### src/rstx_pkg.sv
// Purpose: Shared constants and types of the radio serial transmit path.
// Assumes: Byte-wide register port, 3-bit register address.
// Notes:   Line-code select values and divider mapping are kept here once.
package rstx_pkg;

	// ****************************************************************
	// Register map
	// ****************************************************************
	localparam logic [2:0] RSTX_ADDR_CTRL   = 3'h0;
	localparam logic [2:0] RSTX_ADDR_BAUD   = 3'h1;
	localparam logic [2:0] RSTX_ADDR_TXDATA = 3'h2;
	localparam logic [2:0] RSTX_ADDR_STATUS = 3'h3;

	// Control register fields.
	localparam int RSTX_CTRL_TX_EN    = 0;
	localparam int RSTX_CTRL_RX_EN    = 1;
	localparam int RSTX_CTRL_EXT_CLK  = 2;
	localparam int RSTX_CTRL_CODER_EN = 3;
	localparam int RSTX_CTRL_CODE_LO  = 4;
	localparam int RSTX_CTRL_CODE_HI  = 6;
	localparam logic [7:0] RSTX_CTRL_RESET = 8'h00;

	// Baud register fields.
	localparam int RSTX_BAUD_FINE_LO   = 0;
	localparam int RSTX_BAUD_FINE_HI   = 3;
	localparam int RSTX_BAUD_COARSE_LO = 4;
	localparam int RSTX_BAUD_COARSE_HI = 5;
	localparam logic [7:0] RSTX_BAUD_RESET = 8'h00;

	// Status register fields.
	localparam int RSTX_STAT_CNT_LO  = 0;
	localparam int RSTX_STAT_CNT_HI  = 2;
	localparam int RSTX_STAT_FULL    = 3;
	localparam int RSTX_STAT_EMPTY   = 4;
	localparam int RSTX_STAT_BUSY    = 5;
	localparam int RSTX_STAT_PATTERN = 6;
	localparam int RSTX_STAT_RXD     = 7;

	// ****************************************************************
	// Sizes and timing
	// ****************************************************************
	localparam int          RSTX_FIFO_DEPTH = 4;
	localparam logic [2:0]  RSTX_FIFO_FULL  = 3'h4;
	localparam logic [13:0] RSTX_DIV_BASE   = 14'h0010;
	localparam logic        RSTX_LINE_RESET = 1'b1;

	// ****************************************************************
	// Line codes
	// ****************************************************************
	typedef enum logic [2:0] {
		RSTX_CODE_NRZ_LEVEL = 3'h0,
		RSTX_CODE_NRZ_MARK  = 3'h1,
		RSTX_CODE_NRZ_SPACE = 3'h2,
		RSTX_CODE_MANCH     = 3'h3,
		RSTX_CODE_MILLER    = 3'h7
	} rstx_code_t;

	// Symbol period in clocks: 16 times coarse factor times fine factor.
	function automatic logic [13:0] rstx_period(input logic [1:0] coarse,
		input logic [3:0] fine);
		logic [13:0] c;
		c = 14'h0001 << {coarse, 1'b0};
		rstx_period = 14'((c * ({10'h000, fine} + 14'h0001)) << 4);
	endfunction : rstx_period

endpackage : rstx_pkg

### src/rstx_sym_if.sv
// Purpose: Symbol stream between the encoder and the output buffer.
// Assumes: One clock domain.
// Notes:   Valid/ready on both sides of the buffer.
`timescale 1ns/1ps
interface rstx_sym_if;
	logic in_valid;
	logic in_ready;
	logic in_data;
	logic out_valid;
	logic out_ready;
	logic out_data;

	modport buffer (input in_valid, input in_data, input out_ready,
		output in_ready, output out_valid, output out_data);
	modport user (output in_valid, output in_data, output out_ready,
		input in_ready, input out_valid, input out_data);
endinterface : rstx_sym_if

### src/rstx_top.sv
// Purpose: Transmit path of a radio serial port: FIFO, line coder, baud timing.
// Assumes: Byte register port; bus inputs synchronous to clock_i.
// Notes:   Encoder and pin stage are decoupled by a two-entry symbol buffer.
//
// Overview of operation
// - Transmit only when tx enabled, rx disabled.
// - Four-byte FIFO; interrupt when it empties.
// - NRZ space: zero byte sends 01010101.
// - Code select 111 chooses Miller coding.
// - Miller symbol rate is twice bit rate.
// - Symbol rate is clock over 16*coarse*fine.
// - External clock select 0 ignores bit clock.
// - Encoder off shifts bytes out uncoded.
// - Encoder enable latched when byte enters shifter.
// - Interrupt on last byte fetch; refill meanwhile.
// - Pins: rx data, bit clock, pattern, tx.
// - Code select 010 chooses NRZ space.
// - Coarse 00 gives 1, 01 gives 4.
`timescale 1ns/1ps
module rstx_top
	import rstx_pkg::*;
(
	input  wire logic       clock_i,
	input  wire logic       nrst_i,
	input  wire logic [2:0] addr_i,
	input  wire logic [7:0] wdata_i,
	input  wire logic       wr_i,
	input  wire logic       rd_i,
	output logic      [7:0] rdata_o,
	output logic            tx_irq_o,
	input  wire logic       radio_pin_rx_data_i,
	input  wire logic       radio_pin_bit_clock_i,
	input  wire logic       radio_pin_pattern_detect_i,
	output logic            radio_pin_tx_data_o
);
	// ****************************************************************
	// Register port
	// ****************************************************************
	logic [7:0] ctrl_q, ctrl_d;
	logic [7:0] baud_q, baud_d;
	logic [7:0] rdata_q, rdata_d;
	logic       tx_active;
	logic [2:0] fifo_cnt_q, fifo_cnt_d;
	logic       busy;

	always_comb begin
		ctrl_d  = ctrl_q;
		baud_d  = baud_q;
		rdata_d = 8'h00;
		if (wr_i && addr_i == RSTX_ADDR_CTRL) begin
			ctrl_d = wdata_i;
		end
		if (wr_i && addr_i == RSTX_ADDR_BAUD) begin
			baud_d = wdata_i;
		end
		if (rd_i) begin
			unique case (addr_i)
				RSTX_ADDR_CTRL: begin
					rdata_d = ctrl_q;
				end
				RSTX_ADDR_BAUD: begin
					rdata_d = baud_q;
				end
				RSTX_ADDR_STATUS: begin
					rdata_d[RSTX_STAT_CNT_HI:RSTX_STAT_CNT_LO] = fifo_cnt_q;
					rdata_d[RSTX_STAT_FULL]    = (fifo_cnt_q == RSTX_FIFO_FULL);
					rdata_d[RSTX_STAT_EMPTY]   = (fifo_cnt_q == 3'h0);
					rdata_d[RSTX_STAT_BUSY]    = busy;
					rdata_d[RSTX_STAT_PATTERN] = radio_pin_pattern_detect_i;
					rdata_d[RSTX_STAT_RXD]     = radio_pin_rx_data_i;
				end
				default: begin
					rdata_d = 8'h00;
				end
			endcase
		end
	end

	always_ff @(posedge clock_i or negedge nrst_i) begin
		if (!nrst_i) begin
			ctrl_q  <= RSTX_CTRL_RESET;
			baud_q  <= RSTX_BAUD_RESET;
			rdata_q <= 8'h00;
		end else begin
			ctrl_q  <= ctrl_d;
			baud_q  <= baud_d;
			rdata_q <= rdata_d;
		end
	end

	assign rdata_o   = rdata_q;
	assign tx_active = ctrl_q[RSTX_CTRL_TX_EN] && !ctrl_q[RSTX_CTRL_RX_EN];

	// ****************************************************************
	// Baud timing
	// ****************************************************************
	logic [13:0] div_q, div_d;
	logic        bclk_q, bclk_d;
	logic        tick;

	always_comb begin
		div_d  = div_q;
		bclk_d = radio_pin_bit_clock_i;
		if (!tx_active) begin
			div_d = 14'h0000;
		end else if (div_q == 14'h0000) begin
			div_d = rstx_period(baud_q[RSTX_BAUD_COARSE_HI:RSTX_BAUD_COARSE_LO],
				baud_q[RSTX_BAUD_FINE_HI:RSTX_BAUD_FINE_LO]) - 14'h0001;
		end else begin
			div_d = div_q - 14'h0001;
		end
		if (ctrl_q[RSTX_CTRL_EXT_CLK]) begin
			tick = tx_active && radio_pin_bit_clock_i && !bclk_q;
		end else begin
			tick = tx_active && (div_q == 14'h0000);
		end
	end

	always_ff @(posedge clock_i or negedge nrst_i) begin
		if (!nrst_i) begin
			div_q  <= 14'h0000;
			bclk_q <= 1'b0;
		end else begin
			div_q  <= div_d;
			bclk_q <= bclk_d;
		end
	end

	// ****************************************************************
	// Transmit FIFO
	// ****************************************************************
	logic [7:0] fifo_mem_q [RSTX_FIFO_DEPTH];
	logic [1:0] wp_q, wp_d;
	logic [1:0] rp_q, rp_d;
	logic       fifo_push, fifo_pop;

	always_comb begin
		fifo_push  = wr_i && addr_i == RSTX_ADDR_TXDATA && fifo_cnt_q != RSTX_FIFO_FULL;
		wp_d       = fifo_push ? wp_q + 2'h1 : wp_q;
		rp_d       = fifo_pop ? rp_q + 2'h1 : rp_q;
		fifo_cnt_d = fifo_cnt_q;
		if (fifo_push && !fifo_pop) begin
			fifo_cnt_d = fifo_cnt_q + 3'h1;
		end else if (fifo_pop && !fifo_push) begin
			fifo_cnt_d = fifo_cnt_q - 3'h1;
		end
	end

	always_ff @(posedge clock_i or negedge nrst_i) begin
		if (!nrst_i) begin
			wp_q       <= 2'h0;
			rp_q       <= 2'h0;
			fifo_cnt_q <= 3'h0;
			for (int i = 0; i < RSTX_FIFO_DEPTH; i++) begin
				fifo_mem_q[i] <= 8'h00;
			end
		end else begin
			wp_q       <= wp_d;
			rp_q       <= rp_d;
			fifo_cnt_q <= fifo_cnt_d;
			if (fifo_push) begin
				fifo_mem_q[wp_q] <= wdata_i;
			end
		end
	end

	// ****************************************************************
	// Shift register and line coder
	// ****************************************************************
	typedef enum logic {RSTX_ST_IDLE, RSTX_ST_SHIFT} rstx_state_t;

	rstx_sym_if sym ();

	rstx_state_t st_q, st_d;
	logic [7:0]  sh_q, sh_d;
	logic [2:0]  bit_q, bit_d;
	logic        half_q, half_d;
	logic        coded_q, coded_d;
	rstx_code_t  code_q, code_d;
	logic        last_q, last_d;
	logic        prev_q, prev_d;
	logic        irq_q, irq_d;
	logic        b, s, two, push, fetch;

	always_comb begin
		st_d    = st_q;
		sh_d    = sh_q;
		bit_d   = bit_q;
		half_d  = half_q;
		coded_d = coded_q;
		code_d  = code_q;
		last_d  = last_q;
		prev_d  = prev_q;
		irq_d   = 1'b0;
		b       = sh_q[7];
		s       = b;
		two     = 1'b0;
		fetch   = 1'b0;
		if (coded_q) begin
			unique case (code_q)
				RSTX_CODE_NRZ_MARK: begin
					s = last_q ^ b;
				end
				RSTX_CODE_NRZ_SPACE: begin
					s = last_q ^ ~b;
				end
				RSTX_CODE_MANCH: begin
					two = 1'b1;
					s   = half_q ? ~b : b;
				end
				RSTX_CODE_MILLER: begin
					// Two symbols per bit, so the divider sets the symbol rate.
					two = 1'b1;
					if (!half_q) begin
						s = (!b && !prev_q) ? ~last_q : last_q;
					end else begin
						s = b ? ~last_q : last_q;
					end
				end
				default: begin
					s = b;
				end
			endcase
		end
		push = (st_q == RSTX_ST_SHIFT) && sym.in_ready;
		if (push) begin
			last_d = s;
			if (two && !half_q) begin
				half_d = 1'b1;
			end else begin
				half_d = 1'b0;
				prev_d = b;
				sh_d   = {sh_q[6:0], 1'b0};
				bit_d  = bit_q + 3'h1;
				if (bit_q == 3'h7) begin
					st_d = RSTX_ST_IDLE;
					// The next byte is taken at once so no gap appears on the line.
					fetch = tx_active && fifo_cnt_q != 3'h0;
				end
			end
		end else if (st_q == RSTX_ST_IDLE) begin
			fetch = tx_active && fifo_cnt_q != 3'h0;
		end
		if (fetch) begin
			st_d    = RSTX_ST_SHIFT;
			sh_d    = fifo_mem_q[rp_q];
			bit_d   = 3'h0;
			half_d  = 1'b0;
			coded_d = ctrl_q[RSTX_CTRL_CODER_EN];
			code_d  = rstx_code_t'(ctrl_q[RSTX_CTRL_CODE_HI:RSTX_CTRL_CODE_LO]);
			irq_d   = (fifo_cnt_q == 3'h1) && !fifo_push;
		end
		fifo_pop = fetch;
		busy     = (st_q == RSTX_ST_SHIFT) || sym.out_valid;
	end

	always_ff @(posedge clock_i or negedge nrst_i) begin
		if (!nrst_i) begin
			st_q    <= RSTX_ST_IDLE;
			sh_q    <= 8'h00;
			bit_q   <= 3'h0;
			half_q  <= 1'b0;
			coded_q <= 1'b0;
			code_q  <= RSTX_CODE_NRZ_LEVEL;
			last_q  <= RSTX_LINE_RESET;
			prev_q  <= 1'b1;
			irq_q   <= 1'b0;
		end else begin
			st_q    <= st_d;
			sh_q    <= sh_d;
			bit_q   <= bit_d;
			half_q  <= half_d;
			coded_q <= coded_d;
			code_q  <= code_d;
			last_q  <= last_d;
			prev_q  <= prev_d;
			irq_q   <= irq_d;
		end
	end

	assign tx_irq_o     = irq_q;
	assign sym.in_valid = (st_q == RSTX_ST_SHIFT);
	assign sym.in_data  = s;

	// ****************************************************************
	// Symbol buffer and pin stage
	// ****************************************************************
	logic pin_q, pin_d;

	rstx_sym_buf u_buf (
		.clock_i (clock_i),
		.nrst_i  (nrst_i),
		.sym     (sym.buffer)
	);

	always_comb begin
		pin_d = pin_q;
		if (tick && sym.out_valid) begin
			pin_d = sym.out_data;
		end
	end

	always_ff @(posedge clock_i or negedge nrst_i) begin
		if (!nrst_i) begin
			pin_q <= RSTX_LINE_RESET;
		end else begin
			pin_q <= pin_d;
		end
	end

	assign sym.out_ready        = tick;
	assign radio_pin_tx_data_o  = pin_q;

endmodule : rstx_top

### src/rstx_sym_buf.sv
// Purpose: Two-entry symbol buffer with valid and ready on both sides.
// Assumes: Synchronous single-clock use.
// Notes:   Ready depends only on the fill count, so no path runs through it.
`timescale 1ns/1ps
module rstx_sym_buf
	import rstx_pkg::*;
(
	input  wire logic   clock_i,
	input  wire logic   nrst_i,
	rstx_sym_if.buffer  sym
);
	logic [1:0] cnt_q, cnt_d;
	logic       e0_q, e0_d;
	logic       e1_q, e1_d;
	logic       push, pop;

	always_comb begin
		push  = sym.in_valid && (cnt_q != 2'h2);
		pop   = sym.out_ready && (cnt_q != 2'h0);
		cnt_d = cnt_q;
		e0_d  = e0_q;
		e1_d  = e1_q;
		if (pop) begin
			e0_d = e1_q;
		end
		if (push) begin
			if ((cnt_q == 2'h0) || (cnt_q == 2'h1 && pop)) begin
				e0_d = sym.in_data;
			end else begin
				e1_d = sym.in_data;
			end
		end
		if (push && !pop) begin
			cnt_d = cnt_q + 2'h1;
		end else if (pop && !push) begin
			cnt_d = cnt_q - 2'h1;
		end
	end

	always_ff @(posedge clock_i or negedge nrst_i) begin
		if (!nrst_i) begin
			cnt_q <= 2'h0;
			e0_q  <= 1'b0;
			e1_q  <= 1'b0;
		end else begin
			cnt_q <= cnt_d;
			e0_q  <= e0_d;
			e1_q  <= e1_d;
		end
	end

	assign sym.in_ready  = (cnt_q != 2'h2);
	assign sym.out_valid = (cnt_q != 2'h0);
	assign sym.out_data  = e0_q;

endmodule : rstx_sym_buf

### config.mk
export PLATFORM = sky130hd
export DESIGN_NAME = rstx_top
export DESIGN_NICKNAME = d
export VERILOG_FILES = /design/src/rstx_pkg.sv /design/src/rstx_sym_if.sv /design/src/rstx_top.sv /design/src/rstx_sym_buf.sv
export SDC_FILE = /design/constraint.sdc
export NUM_CORES = 1
export LEC_CHECK = 0
export BUFFER_PORTS_ARGS = -buffer_cell sky130_fd_sc_hd__buf_2
export CAP_MARGIN = 20
export CORE_MARGIN = 2
export CORE_UTILIZATION = 55
export DETAILED_ROUTE_END_ITERATION = 10
export GPL_ROUTABILITY_DRIVEN = 1
export HOLD_SLACK_MARGIN = 0.12
export PLACE_DENSITY = 0.82
export SLEW_MARGIN = 20
export SYNTH_ARGS = -nofsm -noshare
export SYNTH_HDL_FRONTEND = slang
export SYNTH_SLANG_ARGS = --single-unit
### constraint.sdc
create_clock -name clock_i -period 3.2 [get_ports clock_i]
set_input_delay 0.32 -clock clock_i [delete_from_list [all_inputs] [get_ports clock_i]]
set_output_delay 0.32 -clock clock_i [all_outputs]
set_load 0.01 [all_outputs]
-- Word-level counts from Yosys, hierarchy flattened
Index checks and enable logic that the tools add are counted.
- $add $sub $neg: 10
- multiply operators: 1
- equality and inequality tests: 14
- shift-type cells: 1
- mux-type cells: 44
- order comparisons: 3
- reduce and logical (&&, ||, !) cells: 46
- bitwise gates (word level): 8
- operators with widths (cell ; count):
    $mux 8 ; 7
    $bwmux 32 ; 1
    $mux 14 ; 2
    $sub 14x1->14 const B ; 2
    $pmux 8 s3 ; 1
    $mux 1 ; 23
    $logic_and 1x1->1 ; 20
    $bmux 8 s2 ; 1
    $demux 8 s2 ; 1
    $mux 3 ; 5
    $logic_not 14->1 ; 1
    $mul 14x5->10 ; 1
    $shl 1x3->14 const A ; 1
    $eq 3x2->1 const B ; 4
    $reduce_bool 2->1 ; 5
    $eq 3x1->1 const B ; 3
    $eq 3x3->1 const B ; 3
    $logic_not 1->1 ; 9
    $add 2x1->2 const B ; 3
    $add 3x1->3 const B ; 2
    $ge 3x3->1 const B ; 2
    $logic_not 3->1 ; 2
    $not 2->3 ; 2
    $reduce_and 2->1 ; 3
    other kinds (16) ; 23
- input bits: 18
- logic and storage cells: 152
- bits in registers: 103

-- Longest topological paths before layout
- word-level depth: 10
- mapped depth: 15

-- Hierarchy
Synthesis repeated with hierarchy kept, for this count alone.
- cells, all modules: 491
- area, all modules: 5586.6 um^2
- modules (own cells, without submodules) (module ; cells each ; sequential area each (um^2) ; area each (um^2) ; instances):
    rstx_top ; 465 ; 2481.1 ; 5305.1 ; 1
    rstx_sym_buf ; 26 ; 100.1 ; 281.5 ; 1

-- Worst setup path before layout
Ideal clock, no wire load.
- path kind: flip-flop to flip-flop
- start: reg baud_q[0]
- end: reg div_q[11]
- path buffers: 0
- arrival time: 3.261 ns
- library setup time: 0.149 ns
- cell stages (with the launch flop): 14
- required time: 3.051 ns
- period minus slack after synthesis: 3.410 ns
- setup slack: -0.210 ns
- cell sequence: dfrtp_1 -> ha_1 -> xnor2_1 -> nor2_1 -> ha_1 -> fa_1 -> inv_1 -> fa_1 -> and2_1 -> a211oi_1 -> nand2_1 -> or2_2 -> xnor2_1 -> a21oi_1
- word-level cells in the longest chain between the ends: 5
- RTL lines (element ; line ; text):
    start: declaration ; rstx_top.sv:40 ; logic [7:0] baud_q, baud_d;
    start signal: assignment ; rstx_top.sv:86 ; baud_q <= baud_d;
    $add 4x1->5 ; rstx_pkg.sv:63 ; rstx_period = 14'((c * ({10'h000, fine} + 14'h0001)) << 4);
    $mul 14x5->10 ; rstx_pkg.sv:63 ;
    $sub 14x1->14 ; rstx_top.sv:108 ; baud_q[RSTX_BAUD_FINE_HI:RSTX_BAUD_FINE_LO]) - 14'h0001;
    $mux 14 ; rstx_top.sv:106 ; end else if (div_q == 14'h0000) begin
    $mux 14 ; rstx_top.sv:104 ; if (!tx_active) begin
    named net div_d[11] ; rstx_top.sv:97 ; logic [13:0] div_q, div_d;
    end signal: assignment ; rstx_top.sv:124 ; div_q <= div_d;
    end: declaration ; rstx_top.sv:97 ;
The timed path passes the listed nets, and every way through them passes these cells.
A chain may end at the register's enable or synchronous reset.

-- Worst setup path in the final report
- start: reg baud_q[1]
- end: reg div_q[13]
Same word-level chain as after synthesis.

==> results by group <==
Status
  – Status: completed

GRT
  – Largest net degree at the start of global routing: 50
  – Total congestion overflow: 0
  – Initial antenna violation count: 0
  – Total global-route track usage: 22.5%
  – Vias in the first global route: 3,940
  – First-pass GRT wire length: 19.7 mm

Logic synthesis
  – Post-synth ARST share: 100%
  – Yosys warning count: 0
  – Synth area leaders: dfrtp_1, mux2_2, ha_1
  – Mapped Cells: 482
  – Post-Syn Area: 0.00559 mm^2
  – Primary FF master, synth: dfrtp_1
  – Yosys reg bits: 103
  – Dominant cell type by area after synthesis: dfrtp_1
  – Mean Syn Cell Area: 11.6 um^2
  – Post-synth EDFFs: 0
  – Synth cell count leaders: dfrtp_1, mux2_2, nor2_1
  – Net count after synthesis: 532
  – Area share of the largest cell type after synthesis: 44.8%
  – Top-count cell post-synth: dfrtp_1
  – Unique cell type count in the Yosys netlist: 57
  – Post-synthesis sequential area ratio: 46.2%

Detailed routing
  – Vias per Instance: 5.75
  – DR iter-0 viols: 233
  – DRT Wirelength: 12.3 mm
  – Drt drc: 0
  – Final ANT Viol Nets: 0
  – WL/cell: 18.4 um
  – First-pass DRT Iterations: 5
  – Via count: 3,838

Pwr
  – Worst VDD drop: 431 uV
  – Power Dens Cells: 906 mW/mm^2
  – Tot Pwr: 5.88 mW
  – Static Leak: 2.91 nW

Floorplan
  – Die width: 105 um
  – Core ar.: 0.00982 mm^2
  – Initial Util: 56.9%
  – Top Ports: 28
  – Num rows: 36
  – Die Y: 105 um
  – DIE AREA: 0.0110 mm^2

Worst hold path
  – Worst min path class: primary input to flop

Clock network
  – Clock tree buffer depth: 2
  – Num CTS Buffers: 9
  – H-tree depth: 3
  – CTS tree: built
  – CTS sink cnt: 103
  – Clk slew on worst S/H paths: 0.12 ns
  – Root buffer cell: clkbuf_8
  – Worst-Skew Late Latency: 0.38 ns

Timing
  – Clock skew: 0.0159 ns
  – Setup violators final: 0
  – Final slew viol count: 0
  – Maximum clock frequency: 0.313 GHz
  – Slew @ Worst Pin: 0.736 ns
  – Final Cycle Share: 99.7%
  – Post-route minimum period: 3.19 ns
  – RSZ-0062 raised after global routing: true
  – Hold Fails Final Rpt: 0
  – Max transition margin: 50.7%
  – Hold_ws: 0.246 ns

Placed design
  – DP Wirelength: 8.08 mm
  – Routability Congestion: 0.876
  – PortBufs: 27

Job
  – Max cap viols: 0

Worst setup path
  – Critical setup path kind: flop to flop
  – Critical path fanouts, max: 4
  – Critical path launch point type: flop
  – CP Data Required Time: 3.45 ns
  – CP max-delay cell: fa_2
  – Worst setup EP type: flop
  – Buf/Inv on CP: 2
  – Delay-heaviest family, CP: simple AND/OR/NAND/NOR gates
  – WP data arrival: 3.44 ns
  – Worst-path cell chain: buf_4, nand3_1, xnor2_2, nor2_1, ha_1, inv_1, fa_2, nand3b_1, a31oi_2, o311ai_4, nor4b_2, xnor2_1, a21oi_1
  – CP peak stage delay: 0.46 ns

Final layout
  – Final net count: 580
  – Layout cell share with drive strength beyond 1: 35.7%
  – Final Util: 66.0%
  – ANT cells: 0
  – Area Growth Syn to Fin: 16.1%
layer usage:
metal	vias to the layer above	track usage (%)	share of wire, %
met2	132	35.9	49
li1	1791	-	-
met5	-	0	0
met1	1882	32.0	43
met4	0	6.19	2.6
met3	33	3.99	5.0
worst paths after layout:
kind | slack, ns | cells past startpoint | start | end
max | 0.01 | 13 | baud_q[1] | div_q[13]
min | 0.25 | 2 | wdata_i[7] | fifo_mem_q[15]
max reg2reg | 0.01 | 13 | baud_q[1] | div_q[13]
min reg2reg | 0.51 | 2 | bit_q[1] | bit_q[1]
max in group asynchronous | 1.83 | 3 | nrst_i | last_q
min in group asynchronous | 0.48 | 2 | nrst_i | fifo_mem_q[3]
cells in the final DEF (no fill, tap or decap), types with 4 or more instances in the layout:
cell / netlist / routed
dfrtp_1: 100 / 97
mux2_2: 61 / 61
nor2_1: 45 / 40
buf_2: 3 / 26
inv_1: 31 / 25
nand2_1: 23 / 23
ha_1: 28 / 21
o21ai_0: 20 / 20
buf_4: 0 / 18
xnor2_1: 20 / 17
a22oi_1: 14 / 14
xor2_1: 14 / 13
a21oi_1: 11 / 11
clkbuf_8: 0 / 9
nand3_1: 9 / 8
mux4_2: 8 / 8
nand2b_1: 8 / 7
inv_2: 0 / 6
ha_4: 0 / 6
nor2b_1: 5 / 5
nor3_1: 5 / 5
a211oi_1: 6 / 5
mux2i_1: 5 / 5
nand3b_1: 4 / 4
worst register-to-register path: cells and delay by family (launching register included):
family | cells | cell delay [ns]
AND/OR/NAND/NOR | 4 | 0.84
buffers and inverters | 2 | 0.22
flip-flops | 1 | 0.42
XOR/XNOR | 2 | 0.40
adder cells (fa/ha/maj) | 2 | 0.65
AO/OA/AOI/OAI | 3 | 0.54
repair_timing:
item,4_1_cts,5_1_grt
setup endpoints to repair,2,4
gates cloned,0,0
hold buffers,2,0
pin swaps,10,24
setup buffers,2,2
endpoints found under the hold margin,48,0
resized for setup,7,38
final cells by class:
type | instances | area [um^2]
fill | 702 | 3330
sequential | 103 | 2580
clock buffer | 9 | 124
timing repair buffer | 47 | 297
inverter | 31 | 116
multi-input combinational | 338 | 3100
tap | 133 | 166
clock inverter | 7 | 98.8
per-stage QoR:
| stage | setup TNS [ns] | worst slack (ns) | area, um^2 | std cells |
|---|---|---|---|---|
| 6_report | 0 | 0.00983 | 6480 | 668 |
| 3_3_place_gp | 0 | 0.0543 | 5990 | 646 |
| 2_1_floorplan | 0 | 0.0141 | 5630 | 482 |
| 5_1_grt | -0.283 | -0.138 | 6480 | 668 |
| 3_5_place_dp | -0.0476 | -0.0419 | 5990 | 646 |
| 4_1_cts | -0.0328 | -0.0328 | 6280 | 666 |
registers in the layout, summed over array words and instances (netlist names), 2 cells and up:
name,cells
code_q,3
ctrl_q,8
sh_q,8
baud_q,8
fifo_mem_q,32
rdata_o,8
fifo_cnt_q,3
rp_q,2
u_buf.cnt_q,2
div_q,14
wp_q,2
bit_q,3
logic make-up (layout without fill, tap and decap cells):
family | Yosys count | count (layout) | share of synthesized area (%)
flops | 103 | 103 | 46.2
compound gates | 65 | 65 | 8.20
buf+inv | 41 | 94 | 2.96
mux | 76 | 76 | 16.9
fa+ha+maj | 32 | 32 | 7.70
simple gates | 131 | 131 | 12.7
xor+xnor | 34 | 34 | 5.33
power breakdown:
part           switching, mW  internal (mW)  total, mW
Sequential             0.436           1.78       2.22
Clock                  0.550          0.334      0.884
Combinational           1.40           1.37       2.78
Total                   2.39           3.49       5.88
No activity file was read; power rests on OpenSTA's default activity.
